<file path="config.mk">
export PLATFORM = sky130hd
export DESIGN_NAME = peripheral_interrupt_logic
export DESIGN_NICKNAME = d
export VERILOG_FILES = /design/src/pkg/peripheral_irq_pkg.sv /design/src/hw/peripheral_interrupt_logic.sv
export VERILOG_INCLUDE_DIRS = /design/src /design/src/pkg
export SDC_FILE = /design/constraint.sdc
export NUM_CORES = 1
export LEC_CHECK = 0
export BUFFER_PORTS_ARGS = -buffer_cell sky130_fd_sc_hd__buf_2
export CAP_MARGIN = 20
export CORE_MARGIN = 2
export CORE_UTILIZATION = 25
export CTS_CLUSTER_DIAMETER = 30
export DETAILED_ROUTE_END_ITERATION = 6
export GPL_ROUTABILITY_DRIVEN = 0
export PLACE_DENSITY = 0.57
export SLEW_MARGIN = 0
export SYNTH_ARGS = -nofsm -noshare
export SYNTH_HDL_FRONTEND = slang
export SYNTH_SLANG_ARGS = --single-unit
</file>
<file path="constraint.sdc">
create_clock -name mclk_in -period 3.8 [get_ports mclk_in]
set_input_delay 0 -clock mclk_in [delete_from_list [all_inputs] [get_ports mclk_in]]
set_output_delay 0 -clock mclk_in [all_outputs]
set_load 0.005 [all_outputs]
</file>
<file path="src/pkg/peripheral_irq_cfg.svh">
// constants for the peripheral interrupt logic
// assumes inclusion by bare name from the package and the design file
`ifndef PERIPHERAL_IRQ_CFG_SVH
`define PERIPHERAL_IRQ_CFG_SVH
`define SRC_COUNT 4
`define SRC_EEPROM 0
`define SRC_TOUCH 1
`define SRC_SERIAL 2
`define SRC_ADC 3
`define VEC_WIDTH 12
`define VEC_EEPROM 12'h01c
`define VEC_TOUCH 12'h008
`define VEC_SERIAL 12'h018
`define VEC_ADC 12'h020
`define STACK_DEPTH 8
`define ADDR_CTRL 4'h0
`define ADDR_FLAGS 4'h1
`define ADDR_STACK 4'h2
`define BIT_GIE 4
`define BIT_CFOV 4
`define BIT_M0OV 5
`endif

</file>
<file path="src/pkg/peripheral_irq_pkg.sv">
// types for the peripheral interrupt logic
// assumes the cfg header sits on the include path
`include "peripheral_irq_cfg.svh"
package peripheral_irq_pkg;
  typedef struct packed {
    logic eeprom_write_done;
    logic touch_slot_overflow;
    logic touch_cap_freq_overflow;
    logic touch_module0_overflow;
    logic serial_byte_done;
    logic serial_addr_match;
    logic serial_timeout;
    logic adc_done;
  } periph_events_type;
  typedef struct packed {
    logic [3:0] addr;
    logic [7:0] wdata;
    logic wr;
    logic rd;
  } reg_req_type;
  typedef struct packed {
    logic vector_valid;
    logic [`VEC_WIDTH-1:0] vector_addr;
  } vector_out_type;
  typedef enum logic [1:0] {ST_RUN, ST_VECTOR} seq_state_type;
endpackage

</file>
<file path="src/hw/peripheral_interrupt_logic.sv">
// request flags, enables, vectoring and wake-up for four peripheral sources
// assumes the sequencer pulses stack_pop/exit strobes and accepts vectors immediately
//
// Contract
// - eeprom write end sets its flag
// - vector needs flag, enable, global enable, stack room
// - eeprom service clears flag and global enable
// - touch slot overflow sets touch flag
// - touch service clears flag and global enable
// - any c/f counter overflow sets sticky flag
// - module0 counter overflow sets sticky flag
// - serial byte, match or timeout sets flag
// - serial service clears flag and global enable
// - adc conversion end sets adc flag
// - adc service clears flag and global enable
// - rising request flag produces wake-up
// - wake-up ignores all enable bits
// - flag holds until serviced or cleared
// - only program counter pushed on vector
// - interrupt exit restores pc, sets global enable
// - plain exit keeps global enable low
// - each source owns a distinct vector
// - global enable low blocks all service
//
// Chosen here: the register offsets and the strobed register port.
`include "peripheral_irq_cfg.svh"
module peripheral_interrupt_logic #(
  parameter int STACK_DEPTH = `STACK_DEPTH
) (
  input wire logic mclk_in,
  input wire logic rst_in,
  input wire peripheral_irq_pkg::periph_events_type events_in,
  input wire peripheral_irq_pkg::reg_req_type bus_in,
  input wire logic [3:0] stack_level_in,
  input wire logic irq_exit_instr_in,
  input wire logic plain_subroutine_exit_in,
  output logic [7:0] rdata_out,
  output peripheral_irq_pkg::vector_out_type vector_out,
  output logic push_pc_out,
  output logic wakeup_out
);
  import peripheral_irq_pkg::*;

  // the level port is four bits wide, so deeper stacks cannot be told apart
  if (STACK_DEPTH < 1 || STACK_DEPTH > 15) begin : g_bad_depth
    $error("stack depth out of range");
  end

  logic [`SRC_COUNT-1:0] flag_reg;
  logic [`SRC_COUNT-1:0] flag_prev_reg;
  logic [`SRC_COUNT-1:0] enable_reg;
  logic global_irq_enable_reg;
  logic touch_cap_freq_overflow_flag_reg;
  logic touch_module0_overflow_flag_reg;
  logic [`SRC_COUNT-1:0] set_ev;
  logic [`SRC_COUNT-1:0] eligible;
  logic [`SRC_COUNT-1:0] grant;
  logic [`SRC_COUNT-1:0] sw_clr;
  logic [`SRC_COUNT-1:0] sw_set;
  logic stack_full;
  logic take;
  logic [`VEC_WIDTH-1:0] vec_sel;
  seq_state_type state_reg;
  logic wr_ctrl;
  logic wr_flags;

  assign wr_ctrl = bus_in.wr && bus_in.addr == `ADDR_CTRL;
  assign wr_flags = bus_in.wr && bus_in.addr == `ADDR_FLAGS;

  // hardware event inputs per source
  assign set_ev[`SRC_EEPROM] = events_in.eeprom_write_done;
  assign set_ev[`SRC_TOUCH] = events_in.touch_slot_overflow;
  assign set_ev[`SRC_SERIAL] = events_in.serial_byte_done | events_in.serial_addr_match
                               | events_in.serial_timeout;
  assign set_ev[`SRC_ADC] = events_in.adc_done;

  assign stack_full = stack_level_in >= 4'(STACK_DEPTH);

  // flags register write replaces bits; writing 1 lets software preset a flag before sleep
  assign sw_set = wr_flags ? bus_in.wdata[`SRC_COUNT-1:0] : '0;
  assign sw_clr = wr_flags ? ~bus_in.wdata[`SRC_COUNT-1:0] : '0;

  // one vector per cycle pair; state blocks a second grant while the first lands
  assign eligible = flag_reg & enable_reg & {`SRC_COUNT{global_irq_enable_reg}};
  assign take = state_reg == ST_RUN && |eligible && !stack_full;

  always_comb begin
    grant = '0;
    vec_sel = `VEC_EEPROM;
    // touch, then serial, then eeprom, then adc
    if (eligible[`SRC_TOUCH]) begin
      grant[`SRC_TOUCH] = 1'b1;
      vec_sel = `VEC_TOUCH;
    end else if (eligible[`SRC_SERIAL]) begin
      grant[`SRC_SERIAL] = 1'b1;
      vec_sel = `VEC_SERIAL;
    end else if (eligible[`SRC_EEPROM]) begin
      grant[`SRC_EEPROM] = 1'b1;
      vec_sel = `VEC_EEPROM;
    end else if (eligible[`SRC_ADC]) begin
      grant[`SRC_ADC] = 1'b1;
      vec_sel = `VEC_ADC;
    end
    if (!take) begin
      grant = '0;
    end
  end

  // set wins over both hardware service clear and software clear
  genvar gi;
  generate
    for (gi = 0; gi < `SRC_COUNT; gi++) begin : g_flag
      always_ff @(posedge mclk_in or posedge rst_in) begin
        if (rst_in) begin
          flag_reg[gi] <= 1'b0;
        end else if (set_ev[gi] || sw_set[gi]) begin
          flag_reg[gi] <= 1'b1;
        end else if (grant[gi] || sw_clr[gi]) begin
          flag_reg[gi] <= 1'b0;
        end
      end
    end
  endgenerate

  always_ff @(posedge mclk_in or posedge rst_in) begin
    if (rst_in) begin
      touch_cap_freq_overflow_flag_reg <= 1'b0;
      touch_module0_overflow_flag_reg <= 1'b0;
    end else begin
      if (events_in.touch_cap_freq_overflow) begin
        touch_cap_freq_overflow_flag_reg <= 1'b1;
      end else if (wr_flags && !bus_in.wdata[`BIT_CFOV]) begin
        touch_cap_freq_overflow_flag_reg <= 1'b0;
      end
      if (events_in.touch_module0_overflow) begin
        touch_module0_overflow_flag_reg <= 1'b1;
      end else if (wr_flags && !bus_in.wdata[`BIT_M0OV]) begin
        touch_module0_overflow_flag_reg <= 1'b0;
      end
    end
  end

  always_ff @(posedge mclk_in or posedge rst_in) begin
    if (rst_in) begin
      enable_reg <= '0;
    end else if (wr_ctrl) begin
      enable_reg <= bus_in.wdata[`SRC_COUNT-1:0];
    end
  end

  // hardware clear on service beats a same-cycle software write
  always_ff @(posedge mclk_in or posedge rst_in) begin
    if (rst_in) begin
      global_irq_enable_reg <= 1'b0;
    end else if (take) begin
      global_irq_enable_reg <= 1'b0;
    end else if (irq_exit_instr_in) begin
      global_irq_enable_reg <= 1'b1;
    end else if (wr_ctrl) begin
      global_irq_enable_reg <= bus_in.wdata[`BIT_GIE];
    end
  end

  always_ff @(posedge mclk_in or posedge rst_in) begin
    if (rst_in) begin
      state_reg <= ST_RUN;
    end else begin
      case (state_reg)
        ST_RUN: begin
          if (take) begin
            state_reg <= ST_VECTOR;
          end
        end
        ST_VECTOR: begin
          state_reg <= ST_RUN;
        end
        default: begin
          state_reg <= ST_RUN;
        end
      endcase
    end
  end

  // only the pc goes on the stack; the sequencer does the push
  always_ff @(posedge mclk_in or posedge rst_in) begin
    if (rst_in) begin
      vector_out <= '0;
      push_pc_out <= 1'b0;
    end else begin
      vector_out.vector_valid <= take;
      vector_out.vector_addr <= take ? vec_sel : vector_out.vector_addr;
      push_pc_out <= take;
    end
  end

  // flags are registered here, so the edge detector sees settled state
  always_ff @(posedge mclk_in or posedge rst_in) begin
    if (rst_in) begin
      flag_prev_reg <= '0;
      wakeup_out <= 1'b0;
    end else begin
      flag_prev_reg <= flag_reg;
      wakeup_out <= |(flag_reg & ~flag_prev_reg);
    end
  end

  always_ff @(posedge mclk_in or posedge rst_in) begin
    if (rst_in) begin
      rdata_out <= '0;
    end else if (bus_in.rd) begin
      case (bus_in.addr)
        `ADDR_CTRL: rdata_out <= {3'h0, global_irq_enable_reg, enable_reg};
        `ADDR_FLAGS: rdata_out <= {2'h0, touch_module0_overflow_flag_reg,
                                   touch_cap_freq_overflow_flag_reg, flag_reg};
        `ADDR_STACK: rdata_out <= {4'h0, stack_level_in};
        default: rdata_out <= '0;
      endcase
    end else begin
      rdata_out <= '0;
    end
  end

  // plain exit changes nothing here: the global enable simply stays as it is
  logic unused_plain_exit;
  assign unused_plain_exit = plain_subroutine_exit_in;

  // every property samples on the rising clock edge and sleeps through reset
  service_clears_gie_a: assert property (
      @(posedge mclk_in) disable iff (rst_in)
      take |=> !global_irq_enable_reg)
    else $error("global enable not cleared on service");
  no_vector_gie_low_a: assert property (
      @(posedge mclk_in) disable iff (rst_in)
      !global_irq_enable_reg |=> !vector_out.vector_valid)
    else $error("vector while disabled");
  no_vector_full_a: assert property (
      @(posedge mclk_in) disable iff (rst_in)
      stack_full |=> !vector_out.vector_valid)
    else $error("vector with full stack");
  eeprom_flag_set_a: assert property (
      @(posedge mclk_in) disable iff (rst_in)
      events_in.eeprom_write_done |=> flag_reg[`SRC_EEPROM])
    else $error("eeprom flag missed");
  serial_flag_set_a: assert property (
      @(posedge mclk_in) disable iff (rst_in)
      events_in.serial_byte_done || events_in.serial_addr_match || events_in.serial_timeout |=> flag_reg[`SRC_SERIAL])
    else $error("serial flag missed");
  adc_flag_set_a: assert property (
      @(posedge mclk_in) disable iff (rst_in)
      events_in.adc_done |=> flag_reg[`SRC_ADC])
    else $error("adc flag missed");
  touch_flag_set_a: assert property (
      @(posedge mclk_in) disable iff (rst_in)
      events_in.touch_slot_overflow |=> flag_reg[`SRC_TOUCH])
    else $error("touch flag missed");
  flag_holds_a: assert property (
      @(posedge mclk_in) disable iff (rst_in)
      flag_reg[`SRC_ADC] && !grant[`SRC_ADC] && !wr_flags |=> flag_reg[`SRC_ADC])
    else $error("adc flag dropped");
  wake_on_rise_a: assert property (
      @(posedge mclk_in) disable iff (rst_in)
      $rose(flag_reg[`SRC_TOUCH]) |=> wakeup_out)
    else $error("no wake-up on flag rise");
  exit_sets_gie_a: assert property (
      @(posedge mclk_in) disable iff (rst_in)
      irq_exit_instr_in && !take |=> global_irq_enable_reg)
    else $error("exit did not enable");
  cfov_sticky_a: assert property (
      @(posedge mclk_in) disable iff (rst_in)
      touch_cap_freq_overflow_flag_reg && !wr_flags |=> touch_cap_freq_overflow_flag_reg)
    else $error("cf overflow flag cleared by hardware");
  m0ov_sticky_a: assert property (
      @(posedge mclk_in) disable iff (rst_in)
      touch_module0_overflow_flag_reg && !wr_flags |=> touch_module0_overflow_flag_reg)
    else $error("module0 overflow flag cleared by hardware");

  // per-source service and vector properties, then priority, spacing, push, plain-exit and any-flag wake-up properties
  eeprom_flag_clr_a: assert property (
      @(posedge mclk_in) disable iff (rst_in)
      grant[`SRC_EEPROM] && !events_in.eeprom_write_done && !wr_flags |=> !flag_reg[`SRC_EEPROM])
    else $error("eeprom flag kept after service");
  touch_flag_clr_a: assert property (
      @(posedge mclk_in) disable iff (rst_in)
      grant[`SRC_TOUCH] && !events_in.touch_slot_overflow && !wr_flags |=> !flag_reg[`SRC_TOUCH])
    else $error("touch flag kept after service");
  serial_flag_clr_a: assert property (
      @(posedge mclk_in) disable iff (rst_in)
      grant[`SRC_SERIAL] && !wr_flags && !events_in.serial_byte_done && !events_in.serial_addr_match
      && !events_in.serial_timeout |=> !flag_reg[`SRC_SERIAL])
    else $error("serial flag kept after service");
  adc_flag_clr_a: assert property (
      @(posedge mclk_in) disable iff (rst_in)
      grant[`SRC_ADC] && !events_in.adc_done && !wr_flags |=> !flag_reg[`SRC_ADC])
    else $error("adc flag kept after service");
  eeprom_vec_addr_a: assert property (
      @(posedge mclk_in) disable iff (rst_in)
      grant[`SRC_EEPROM] |=> vector_out.vector_valid && vector_out.vector_addr == `VEC_EEPROM)
    else $error("wrong eeprom vector");
  touch_vec_addr_a: assert property (
      @(posedge mclk_in) disable iff (rst_in)
      grant[`SRC_TOUCH] |=> vector_out.vector_valid && vector_out.vector_addr == `VEC_TOUCH)
    else $error("wrong touch vector");
  serial_vec_addr_a: assert property (
      @(posedge mclk_in) disable iff (rst_in)
      grant[`SRC_SERIAL] |=> vector_out.vector_valid && vector_out.vector_addr == `VEC_SERIAL)
    else $error("wrong serial vector");
  adc_vec_addr_a: assert property (
      @(posedge mclk_in) disable iff (rst_in)
      grant[`SRC_ADC] |=> vector_out.vector_valid && vector_out.vector_addr == `VEC_ADC)
    else $error("wrong adc vector");
  touch_first_a: assert property (
      @(posedge mclk_in) disable iff (rst_in)
      take && eligible[`SRC_TOUCH] |-> grant[`SRC_TOUCH])
    else $error("touch request not served first");
  one_grant_a: assert property (
      @(posedge mclk_in) disable iff (rst_in)
      $onehot0(grant))
    else $error("more than one source granted");
  vector_spacing_a: assert property (
      @(posedge mclk_in) disable iff (rst_in)
      vector_out.vector_valid |=> !vector_out.vector_valid)
    else $error("back-to-back vectors");
  push_with_vector_a: assert property (
      @(posedge mclk_in) disable iff (rst_in)
      push_pc_out == vector_out.vector_valid)
    else $error("push not paired with vector");
  plain_exit_keeps_a: assert property (
      @(posedge mclk_in) disable iff (rst_in)
      plain_subroutine_exit_in && !irq_exit_instr_in && !wr_ctrl && !global_irq_enable_reg
      |=> !global_irq_enable_reg)
    else $error("plain exit enabled interrupts");
  wake_any_rise_a: assert property (
      @(posedge mclk_in) disable iff (rst_in)
      (flag_reg & ~$past(flag_reg)) != '0 |=> wakeup_out)
    else $error("flag rise without wake-up");

  cover_vector_c: cover property (@(posedge mclk_in) disable iff (rst_in) take ##1 push_pc_out);
  cover_two_pending_c: cover property (@(posedge mclk_in) disable iff (rst_in) take && $countones(eligible) > 1);
  cover_wake_c: cover property (@(posedge mclk_in) disable iff (rst_in) wakeup_out);
  cover_full_c: cover property (@(posedge mclk_in) disable iff (rst_in) stack_full && |eligible);
  cover_exit_c: cover property (@(posedge mclk_in) disable iff (rst_in) irq_exit_instr_in ##1 global_irq_enable_reg);
endmodule

</file>
# ---- Yosys cells after proc, flatten, opt, wreduce, memory -nomap -nowiden
# Cells that the tools add are included.
dict set report word_totals {
  regBits 39
  wordCells 88
}
dict set report op_classes {
  order_cmp 1
  eq_ne 3
  mux 35
  bitwise 7
  n_reduce_logical 28
}
# operator count
set ops {}
lappend ops {{$mux W6} 4}
lappend ops {{$mux W1} 23}
lappend ops {{$pmux W6 S3} 1}
lappend ops {{$and A4 B4 Y4} 3}
lappend ops {{$mux W4} 3}
lappend ops {{$reduce_bool A2 Y1} 6}
lappend ops {{$logic_or A1 B1 Y1} 8}
lappend ops {{$mux W8} 1}
lappend ops {{$not A4 Y4} 2}
lappend ops {{$reduce_or A4 Y1} 2}
lappend ops {{$logic_and A1 B1 Y1} 6}
lappend ops {{$mux W2} 3}
lappend ops {{$eq A4 B1 Y1 const B} 1}
lappend ops {{$eq A4 B2 Y1 const B} 1}
lappend ops {{$ge A4 B4 Y1 const B} 1}
lappend ops {{$logic_not A4 Y1} 1}
lappend ops {{$logic_not A1 Y1} 3}
lappend ops {{$reduce_bool A3 Y1} 1}
lappend ops {{$logic_not A2 Y1} 1}
lappend ops {{$ne A2 B2 Y1 const B} 1}
lappend ops {{$or A1 B1 Y1} 2}

# ---- Depth between registers and ports, before layout
# Gate-level depths: netlist of the first run.
dict set report depth {
  word_depth 10
  mapped_depth 5
}

# ---- Worst setup path after synthesis of the first run
# No wires, ideal clock.
dict set report synth_path {
  path_kind {reg2reg}
  startpoint {reg state_reg[0]}
  endpoint {reg vector_out[2] in the netlist's numbering}
  setup_ns 0.128
  arrival_ns 1.222
  setup_slack_ns 2.451
  stages_incl_launch_ff 5
  cell_sequence {dfrtp_1 -> or3b_2 -> clkbuf_1 -> a21oi_1 -> o21ai_0}
}
dict set report synth_between {
  elab_chain_len 3
}
# item line_no
set synth_lines {}
lappend synth_lines {{from (decl)} peripheral_interrupt_logic.sv:63} ;# seq_state_type state_reg;
lappend synth_lines {{from (signal assigned)} peripheral_interrupt_logic.sv:166} ;# state_reg <= ST_RUN;
lappend synth_lines {{from (signal assigned)} peripheral_interrupt_logic.sv:171} ;# state_reg <= ST_VECTOR;
lappend synth_lines {{from (signal assigned)} peripheral_interrupt_logic.sv:175} ;# state_reg <= ST_RUN;
lappend synth_lines {{$logic_not A2 Y1} peripheral_interrupt_logic.sv:85} ;# assign take = state_reg == ST_RUN && |eligible && !stack_full;
lappend synth_lines {{$logic_and A1 B1 Y1 (2 in a row)} peripheral_interrupt_logic.sv:85}
lappend synth_lines {{to (decl)} peripheral_interrupt_logic.sv:38} ;# output peripheral_irq_pkg::vector_out_type vector_out,
# No other way between the ends.
# A chain may end at the register's enable or synchronous reset.

# ---- Worst setup path after layout of the first run
dict set report layout_path {
  startpoint {reg global_irq_enable_reg}
  endpoint {reg flag_reg[1]}
}
dict set report layout_between {
  elab_chain_len 7
  elab_cells_between_ends 8
}
# item line_no
set layout_lines {}
lappend layout_lines {{from (decl)} peripheral_interrupt_logic.sv:52} ;# logic global_irq_enable_reg;
lappend layout_lines {{from (signal assigned)} peripheral_interrupt_logic.sv:160} ;# global_irq_enable_reg <= bus_in.wdata[`BIT_GIE];
lappend layout_lines {{$and A4 B4 Y4 *} peripheral_interrupt_logic.sv:84} ;# assign eligible = flag_reg & enable_reg & {`SRC_COUNT{global_irq_enable_reg}};
lappend layout_lines {{$reduce_or A4 Y1} peripheral_interrupt_logic.sv:85}
lappend layout_lines {{$logic_and A1 B1 Y1 (2 in a row)} peripheral_interrupt_logic.sv:85}
lappend layout_lines {{$mux W4 *} peripheral_interrupt_logic.sv:104} ;# if (!take) begin
lappend layout_lines {{$logic_or A1 B1 Y1 *} peripheral_interrupt_logic.sv:118} ;# end else if (grant[gi] || sw_clr[gi]) begin
lappend layout_lines {{$reduce_bool A2 Y1 (no line) *} -}
lappend layout_lines {{to (signal, indexed assignment)} peripheral_interrupt_logic.sv:115} ;# flag_reg[gi] <= 1'b0;
lappend layout_lines {{to (signal, indexed assignment)} peripheral_interrupt_logic.sv:117} ;# flag_reg[gi] <= 1'b1;
lappend layout_lines {{to (signal, indexed assignment)} peripheral_interrupt_logic.sv:119} ;# flag_reg[gi] <= 1'b0;
lappend layout_lines {{to (decl)} peripheral_interrupt_logic.sv:49} ;# logic [`SRC_COUNT-1:0] flag_reg;
# Mark *: on every way between the ends. The rest lies on a longest branch, timed or not.

==> metrics.txt, run 1 <==
placed inst area approximately 0.0015 mm2; Worst Path Arrival 2.29 ns; CTS max path bufs 2; DRT Pass-1 Iters 4; Max FO, Critical Path 4; CTS tree yes; core footprint between 0.005 and 0.006 mm2; DRC Markers 0; Reg clk slew, reported paths 0.09 ns; pwr dens 446 mW/mm2; final instance area around 0.0018 mm2; fmax 470 MHz; total grt overflow 0; Iteration-0 DRC Markers 99; DRT Wirelength about 3 mm; cts bufs inserted 3; Synth area leader dfrtp_1; total die area 0.00596 mm2; endpoints failing hold 0; maximum vdd drop ~0.15 mV; syn avg cell area 11.4 um2; minimum clock period 2.13 ns; synthesized area about 0.0013 mm2; number of diodes 0; setup TNS after final layout 0 ns; setup repair bufs after CTS 0; yosys warns 0; Seq cells post-synth 28; H-tree depth 1; die width 77.2 um; GRT Total Usage 0.105; # nets final 199; Yosys top cell area share 0.523; Largest delay share family, worst path simple AND/OR/NAND/NOR gates; Top reg by flops rdata_out; sequential area share after synthesis 0.523; clk root buf clkbuf_8; WP buf/inv 1; Leakage 0.850 nW; Yosys cell types 37; crit path capture type flop; startpoint types flop; CTS Sinks 28; initial antenna violation count 0; die height between 70 and 80 um; max incr delay on CP 0.55 ns; worst slew pin tran 0.621 ns; max reg flops 6; final setup fails 0; status complete, no violations; hpwl dp 2.14 mm; worst min path class in -> reg; first-pass GRT wire length 4.96 mm; remaining antenna violation count 0; Final Skew ~0.0016 ns; Crit Path Class reg -> reg; wire length per cell ~13 um; share of cells above drive strength 1 0.321; largest net degree at the start of global routing 29; Crit path required time approximately 4 ns; Worst slew margin 0.585; Synth area leaders dfrtp_1 52%, buf_4 6.2%, mux2_4 4.5%; critical path's slowest cell nor3b_1; worst-path cell chain nor3b_1, a221oi_1, a311o_1, dlygate4sd3_1; RSZ-0062 raised after global routing false; Layout area overhead 31.5%; final period utilization 0.560; Fill cells between 500 and 600; # IOs 53; Max Cap Violations 0; vias 1036; initial core utilization 0.260; number of global-route vias before repair 999; Port-buffer cells 39; row count 26; Vias per Instance 4.35; Final Max Tran Viols 0; Clock Latency Late Sink roughly 0.27 ns; Syn Inst Count 117
-- final cells by class --
class | count | area (um2) | area share
sequential | 28 | 701 | 0.398
inverter | 7 | 26.3 | 0.0149
tap | 70 | 87.6 | 0.0498
clock buffer | 4 | 55.1 | 0.0313
timing repair buffer | 54 | 363 | 0.206
multi-input combinational | 75 | 528 | 0.300
-- worst paths after layout --
| check | startpoint | to | slack (ns) | cells after the start |
|---|---|---|---|---|
| worst min register to register | flag_reg[1] | flag_prev_reg[1] | 0.50 | 0 |
| worst min-delay path | stack_level_in[3] | rdata_out[3] | 0.01 | 3 |
| worst max register to register | global_irq_enable_reg | flag_reg[1] | 1.67 | 4 |
| min in group asynchronous | rst_in | flag_prev_reg[1] | 0.19 | 3 |
| max in group asynchronous | rst_in | flag_reg[0] | 3.22 | 4 |
| worst max-delay path | global_irq_enable_reg | flag_reg[1] | 1.67 | 4 |
-- layout by cell type (no fill, tap or decap), drive strengths merged, types with 3 or more instances in the layout --
cell type	count
a2bb2oi	4
a311o	3
buf	40
clkbuf	4
conb	10
dfrtp	28
dlygate4sd3	14
inv	7
mux2	4
mux2i	5
nand2	6
nor2	7
o21ai	3
-- cell usage after synthesis (all sizes together) --
cell type	count
a2bb2oi	4
inv	7
mux2i	5
a21oi	2
o21ai	3
nor4b	1
mux2	4
and3	2
a21o	2
o2bb2ai	1
o22ai	2
a211oi	2
a311o	3
or2	1
a21bo	1
a22o	1
a22oi	1
nand4	2
conb	1
a222oi	1
nor3b	1
nor2	7
or3b	1
and2	2
o22a	1
nand3b	2
or3	1
a31oi	2
nand2	6
dfrtp	28
a221oi	1
nor3	2
nor2b	1
buf	14
clkbuf	2
-- metal layers --
metal  wire length [um]  vias to the layer above  GRT usage
met5                  0                        -          0
met4                 12                        0     0.0429
met3                142                        2     0.0259
met2               1590                       29      0.171
met1               1330                      506      0.132
li1                   -                      499          -
-- power breakdown --
group / switching, mW / leakage, nW / internal [mW]
sequential: 0.0415 / 0.319 / 0.352
combinational: 0.0960 / 0.502 / 0.112
clock: 0.0902 / 0.0288 / 0.0927
total: 0.228 / 0.850 / 0.557
-- worst reg2reg max path, cell delays in order, from the launching register on --
cell           delay [ns]
dfrtp_1              0.40
nor3b_1              0.55
a221oi_1             0.17
a311o_1              0.35
dlygate4sd3_1        0.55
-- cell families after synthesis --
family	share of synthesized area
DFF	0.523
buffers and inverters	0.107
muxes	0.0822
other	0.00280
and+or+nand+nor	0.129
AOI/OAI and AO/OA	0.155
-- metrics by stage --
step           setup WS [ns]  hold slack (ns)  power (mW)  utilization  instances
2_1_floorplan           2.45           0.0654       0.525            -        126
3_3_place_gp            2.15            0.183       0.591        0.299        219
3_5_place_dp            2.14            0.188       0.595        0.299        219
4_1_cts                 1.71          0.00458       0.789        0.335        236
5_1_grt                 1.55           0.0152       0.843        0.343        238
6_report                1.67           0.0114       0.785        0.343        238
-- timing repair --
item                                    4_1_cts  5_1_grt
hold endpoints to repair                     12       28
hold buffers                                 13        1
endpoints found under the setup margin        0        0
gates resized for setup                       0        0
Power figures use the tool's default switching activity.
==> run 2: changes to the inputs <==
- ABC_AREA: unset -> 1
- PLACE_DENSITY: 0.57 -> 0.56
- clock period: 3.8 -> 2.2 ns (I/O delays scaled with it)
==> run 2 against run 1 <==
Effect of this change: cell count is 27% higher; fmax is 28% higher; clock power up 120%; total power grew 78%; clock skew rose by 0.0051 ns; first-iteration DRC count fell by 35%; design area rose by 4.5%; critical endpoint unchanged.
==> metrics.txt, run 2 <==
endpoints failing hold 0 (unchanged); Largest delay share family, worst path buffers and inverters; Max FO, Critical Path 6 (+2); RSZ-0062 raised after global routing false; initial core utilization 0.255 (-0.00581); die width 78.4 um (+1.6%); commonest non-fill, non-tap cell in the layout nand2_1; Vias per Instance 3.86 (-11%); setup repair bufs after CTS 0 (unchanged); number of flops mapped to enable cells by yosys 0 (unchanged); Seq cells post-synth 28 (unchanged); wire length per cell 9.90 um (-23%); cts bufs inserted 3 (unchanged); worst-path cell chain nand3_2, o21ai_0, o211ai_1, dlygate4sd3_1; Crit Path Class reg -> reg; critical path's slowest cell dlygate4sd3_1; total die area 0.00615 mm2 (+3.3%); most common flop cell mapped by yosys dfrtp_1; status complete, no violations; Top reg by flops rdata_out; placed cell count 284 (+30%); number of global-route vias before repair 1109 (+11%); Final Max Tran Viols 0 (unchanged); setup TNS after final layout 0 ns (unchanged); sequential area share after synthesis 0.506 (-0.0175); yosys warns 0 (unchanged); Non-Filler Instances 302 (+27%); die height 78.4 um (+1.6%); Iteration-0 DRC Markers 64 (-35%); Resize count post-CTS 0 (unchanged); synthesized area 0.00139 mm2 (+3.5%); Final Skew 0.00679 ns (+0.00514 ns); startpoint types flop; crit path capture type flop; H-tree depth 1 (unchanged); Yosys top cell area share 0.506 (-0.0175); DRT Wirelength 2.99 mm (-2.8%); DRC Markers 0 (unchanged); largest net degree at the start of global routing 29 (unchanged); CTS max path bufs 2 (unchanged); # IOs 53 (unchanged); Hold Buf Count CTS 14 (+1); number of diodes 0 (unchanged); share of cells above drive strength 1 0.239 (-0.0823); # nets final 261 (+31%); Layout area overhead 32.9%; maximum vdd drop 0.341 mV (+130%); CTS tree yes; minimum clock period 1.66 ns (-0.465 ns); Reg clk slew, reported paths 0.09 ns (about the same); Finished Core Util 0.338 (-0.00411); final period utilization 0.757 (+0.196); Max Cap Violations 0 (unchanged); DRT Pass-1 Iters 4 (unchanged); max reg flops 6 (unchanged); Synth area leaders dfrtp_1 51%, nand2_1 14%, inv_1 9.2%; Commonest cells post-synth 52 x nand2_1, 34 x inv_1, 28 x dfrtp_1, 11 x buf_4, 11 x nand3_1; Leakage 1.07 nW (+26%); Yosys cell types 21 (-43%); final setup fails 0 (unchanged); hpwl dp 2.35 mm (+9.8%); Clock Latency Late Sink 0.28 ns (about the same); row count 27 (+3.8%); worst min path class in -> reg; final instance area 0.00184 mm2 (+4.5%); clk root buf clkbuf_8; count leader, synth nand2_1; core footprint 0.00544 mm2 (+5.8%); GRT Total Usage 0.105 (about the same); remaining antenna violation count 0 (unchanged); vias 1167 (+13%); fmax 601 MHz (+28%); most frequent cells in the layout 52 x nand2_1, 39 x buf_2, 34 x inv_1, 28 x dfrtp_1, 14 x dlygate4sd3_1; syn avg cell area 7.96 um2 (-30%); pwr dens 759 mW/mm2 (+70%); Port-buffer cells 39 (unchanged); Synth area leader dfrtp_1; Syn Inst Count 174 (+49%); Crit path required time 2.36 ns (-1.60 ns); total grt overflow 0 (unchanged); ys async rst share 1.00 (unchanged); CTS Sinks 28 (unchanged); Worst Path Arrival 1.83 ns (-0.46 ns); first-pass GRT wire length 5.08 mm (+2.4%); initial antenna violation count 0 (unchanged); WP buf/inv 1 (unchanged); max incr delay on CP 0.56 ns (about the same); placed inst area 0.00163 mm2 (+5.9%)
==> run 2: logic make-up after synthesis <==
kind of cell,Yosys count,synth area share
compound gates,12,0.0524
other cells,1,0.00271
flops,28,0.506
buf+inv,46,0.154
simple gates,87,0.285
==> run 2: worst paths after layout <==
check	start	cells after the start	to	slack (ns)
setup / recovery	global_irq_enable_reg	4	flag_reg[1]	0.54
hold / removal	irq_exit_instr_in	4	global_irq_enable_reg	0.009
setup reg to reg	global_irq_enable_reg	4	flag_reg[1]	0.54
hold reg to reg	flag_prev_reg[1]	1	wakeup_out	0.43
max in group asynchronous	rst_in	4	flag_reg[1]	1.61
min in group asynchronous	rst_in	4	rdata_out[3]	0.32
==> run 2: tightest hold or removal path, cell delays in order <==
cell and delay, ns:
buf_2 0.07, nand3b_1 0.09, nand2_1 0.05, inv_1 0.04
==> run 2: power breakdown <==
part           switching [mW]  total, mW  internal, mW  leakage, nW
Combinational           0.186      0.331         0.145        0.707
Sequential             0.0643      0.663         0.598        0.327
Clock                   0.160      0.404         0.244       0.0357
Total                   0.410       1.40         0.987         1.07
==> run 2: per-stage QoR <==
step	setup slack, ns	power [mW]	hold WS (ns)
final	0.535	1.40	0.00886
after detailed placement	0.914	0.991	0.0922
after floorplan	1.14	0.875	0.0654
after global placement	0.928	0.984	0.0845
after CTS	0.528	1.42	0.00595
after global routing	0.429	1.50	0.0427
==> run 2: routing by layer <==
layer  GRT usage  up-vias  part of all wire
li1            -      614                 -
met1       0.132      520              0.47
met2       0.182       29              0.47
met3      0.0207        4             0.048
met4      0.0316        0             0.010
met5           0        -                 0
==> run 2: cell type report <==
cell class,count,area (um2)
clock buffers,3,41.3
multi-input cells,109,504
repair buffers,54,343
clock inverters,1,30.0
fillers,580,3600
inverters,35,131
well taps,72,90.1
flip-flops and latches,28,701
==> run 3: changes to the inputs <==
- PLACE_DENSITY: 0.56 -> 0.58
- clock period: 2.2 -> 1.43 ns (I/O delays scaled with it)
==> run 3 against run 2 <==
Effect of this change: non-clock buffer count down 1; flip-flop and latch count unchanged; critical endpoint is now touch_cap_freq_overflow_flag_reg; highest routed layer unchanged; global-route usage down 0.31 points; wire length down 1.9%.
==> metrics.txt, run 3 (synthesized netlist as in run 2, its figures left out) <==
worst min path class in -> reg; total die area 0.00615 mm2 (unchanged); Largest delay share family, worst path buffers and inverters; Fill cells 583 (+0.52%); Crit Path Class in -> reg; crit path capture type flop; met2 routed WL 1.48 mm (+5.3%); Max FO, Critical Path 6 (unchanged); Critical Path End touch_cap_freq_overflow_flag_reg; number of diodes 0 (unchanged); # IOs 53 (unchanged); CTS Sinks 28 (unchanged); DRC Markers 0 (unchanged); minimum clock period 1.27 ns; final period utilization 0.889; largest net degree at the start of global routing 29 (unchanged); RR Endpoint vector_out[3]; final instance area 0.00183 mm2 (-0.48%); Layout area overhead 32.2%; Clock Latency Late Sink 0.27 ns (about the same); Levels on crit path 8 (+4); total grt overflow 0 (unchanged); wire length per cell 9.75 um (-1.5%); CTS max path bufs 2 (unchanged); WP buf/inv 3 (+2); final setup fails 0 (unchanged); max reg flops 6 (unchanged); setup TNS after final layout 0 ns (unchanged); first-pass GRT wire length 4.92 mm (-3.1%); Worst Path Arrival 1.43 ns (-0.40 ns); Vias per Instance 3.92 (+1.4%); critical path's slowest cell dlygate4sd3_1; Max Cap Violations 0 (unchanged); die width 78.4 um (unchanged); status complete, no violations; H-tree depth 1 (unchanged); cts bufs inserted 3 (unchanged); commonest non-fill, non-tap cell in the layout nand2_1; RR Startpoint flag_reg[1]; WL met1 1.26 mm (-11%); Iteration-0 DRC Markers 63 (-1.6%); placed inst area 0.00163 mm2 (unchanged); row count 27 (unchanged); most frequent cells in the layout 52 x nand2_1, 39 x buf_2, 34 x inv_1, 27 x dfrtp_1, 13 x dlygate4sd3_1; metal3 WL 158 um (+9.7%); # nets final 260 (-0.38%); worst-case reg-to-reg path depth 4 (unchanged); Final Skew 0.00193 ns (-0.00486 ns); Final Max Tran Viols 0 (unchanged); Leakage 1.07 nW (-0.25%); vias 1180 (+1.1%); setup repair bufs after CTS 0 (unchanged); Crit path required time 1.59 ns (-0.77 ns); Total Power 2.13 mW (+53%); DRT Pass-1 Iters 4 (unchanged); DRT Wirelength 2.94 mm (-1.9%); RSZ-0062 raised after global routing false; GRT Total Usage 0.102 (-0.00312); initial antenna violation count 0 (unchanged); R2R Setup Slk 0.19 ns (-0.35 ns); remaining antenna violation count 0 (unchanged); Worst Setup SP bus_in[13]; Top reg by flops rdata_out; share of cells above drive strength 1 0.245 (+0.00541); number of global-route vias before repair 1151 (+3.8%); CTS tree yes; pwr dens 1160 mW/mm2 (+53%); endpoints failing hold 0 (unchanged); hpwl dp 2.30 mm (-2.2%); Reg clk slew, reported paths 0.09 ns (about the same); worst-path cell chain buf_2, nor2_4, nand3_1, inv_2, nand2_2, o21ai_0, nand2_1, dlygate4sd3_1; Port-buffer cells 39 (unchanged); Top Layer Used met4; initial core utilization 0.255 (unchanged); maximum vdd drop 0.445 mV (+30%); die height 78.4 um (unchanged); max incr delay on CP 0.55 ns (about the same); startpoint types primary input; clk root buf clkbuf_8; core footprint 0.00544 mm2 (unchanged); fmax 787 MHz
run 3: cell count changes in the layout (fill, tap and decap cells not counted):
cell,delta
dlygate4sd3_1,-1
dfrtp_1,-1
dfrtp_2,+1
run 3: routing by layer:
layer / vias up / track usage
met1: 528 / 0.116
met3: 4 / 0.0230
met2: 35 / 0.184
li1: 613 / -
met4: 0 / 0.0421
met5: - / 0
run 3: through the flow:
stage,setup WS (ns),hold WS (ns),instances,utilization
2_1_floorplan,0.372,0.0654,183,-
3_3_place_gp,0.208,0.0832,284,0.300
3_5_place_dp,0.178,0.0849,284,0.300
4_1_cts,0.164,0.0285,301,0.337
5_1_grt,0.0306,0.0414,301,0.337
6_report,0.159,0.0254,301,0.337
run 3: power by group:
group          total, mW  leakage (nW)  switching [mW]  internal (mW)
Clock              0.612        0.0357           0.238          0.374
Combinational      0.500         0.705           0.282          0.218
Sequential          1.02         0.326          0.0955          0.923
run 3: worst min-delay path: cells and delay by family:
| family | cells | cell delay (ns) |
|---|---|---|
| simple gates | 2 | 0.15 |
| buf+inv | 2 | 0.11 |
run 3: repair_timing:
item	CTS	global route
setup endpoints to repair	0	1
hold buffers	13	0
hold endpoints to repair	43	0
resized for setup	0	1
run 3: how the worst min path moves through the flow:
| stage | to | from | cells past startpoint |
|---|---|---|---|
| 2_1_floorplan | enable_reg[0] | rst_in | 1 |
| 3_3_place_gp | rdata_out[4] | rst_in | 3 |
| 3_5_place_dp | rdata_out[5] | rst_in | 3 |
| 4_1_cts | global_irq_enable_reg | irq_exit_instr_in | 4 |
| 5_1_grt | rdata_out[0] | stack_level_in[0] | 5 |
| 6_report | global_irq_enable_reg | irq_exit_instr_in | 4 |
run 3: cell type report:
cell class,instances,area (um2),share of cell area
tap,72,90.1,0.0492
clock buffer,3,41.3,0.0225
timing repair buffer,53,333,0.182
clock inverter,1,30.0,0.0164
inverter,35,131,0.0717
sequential,28,702,0.383
multi-input combinational,109,504,0.275
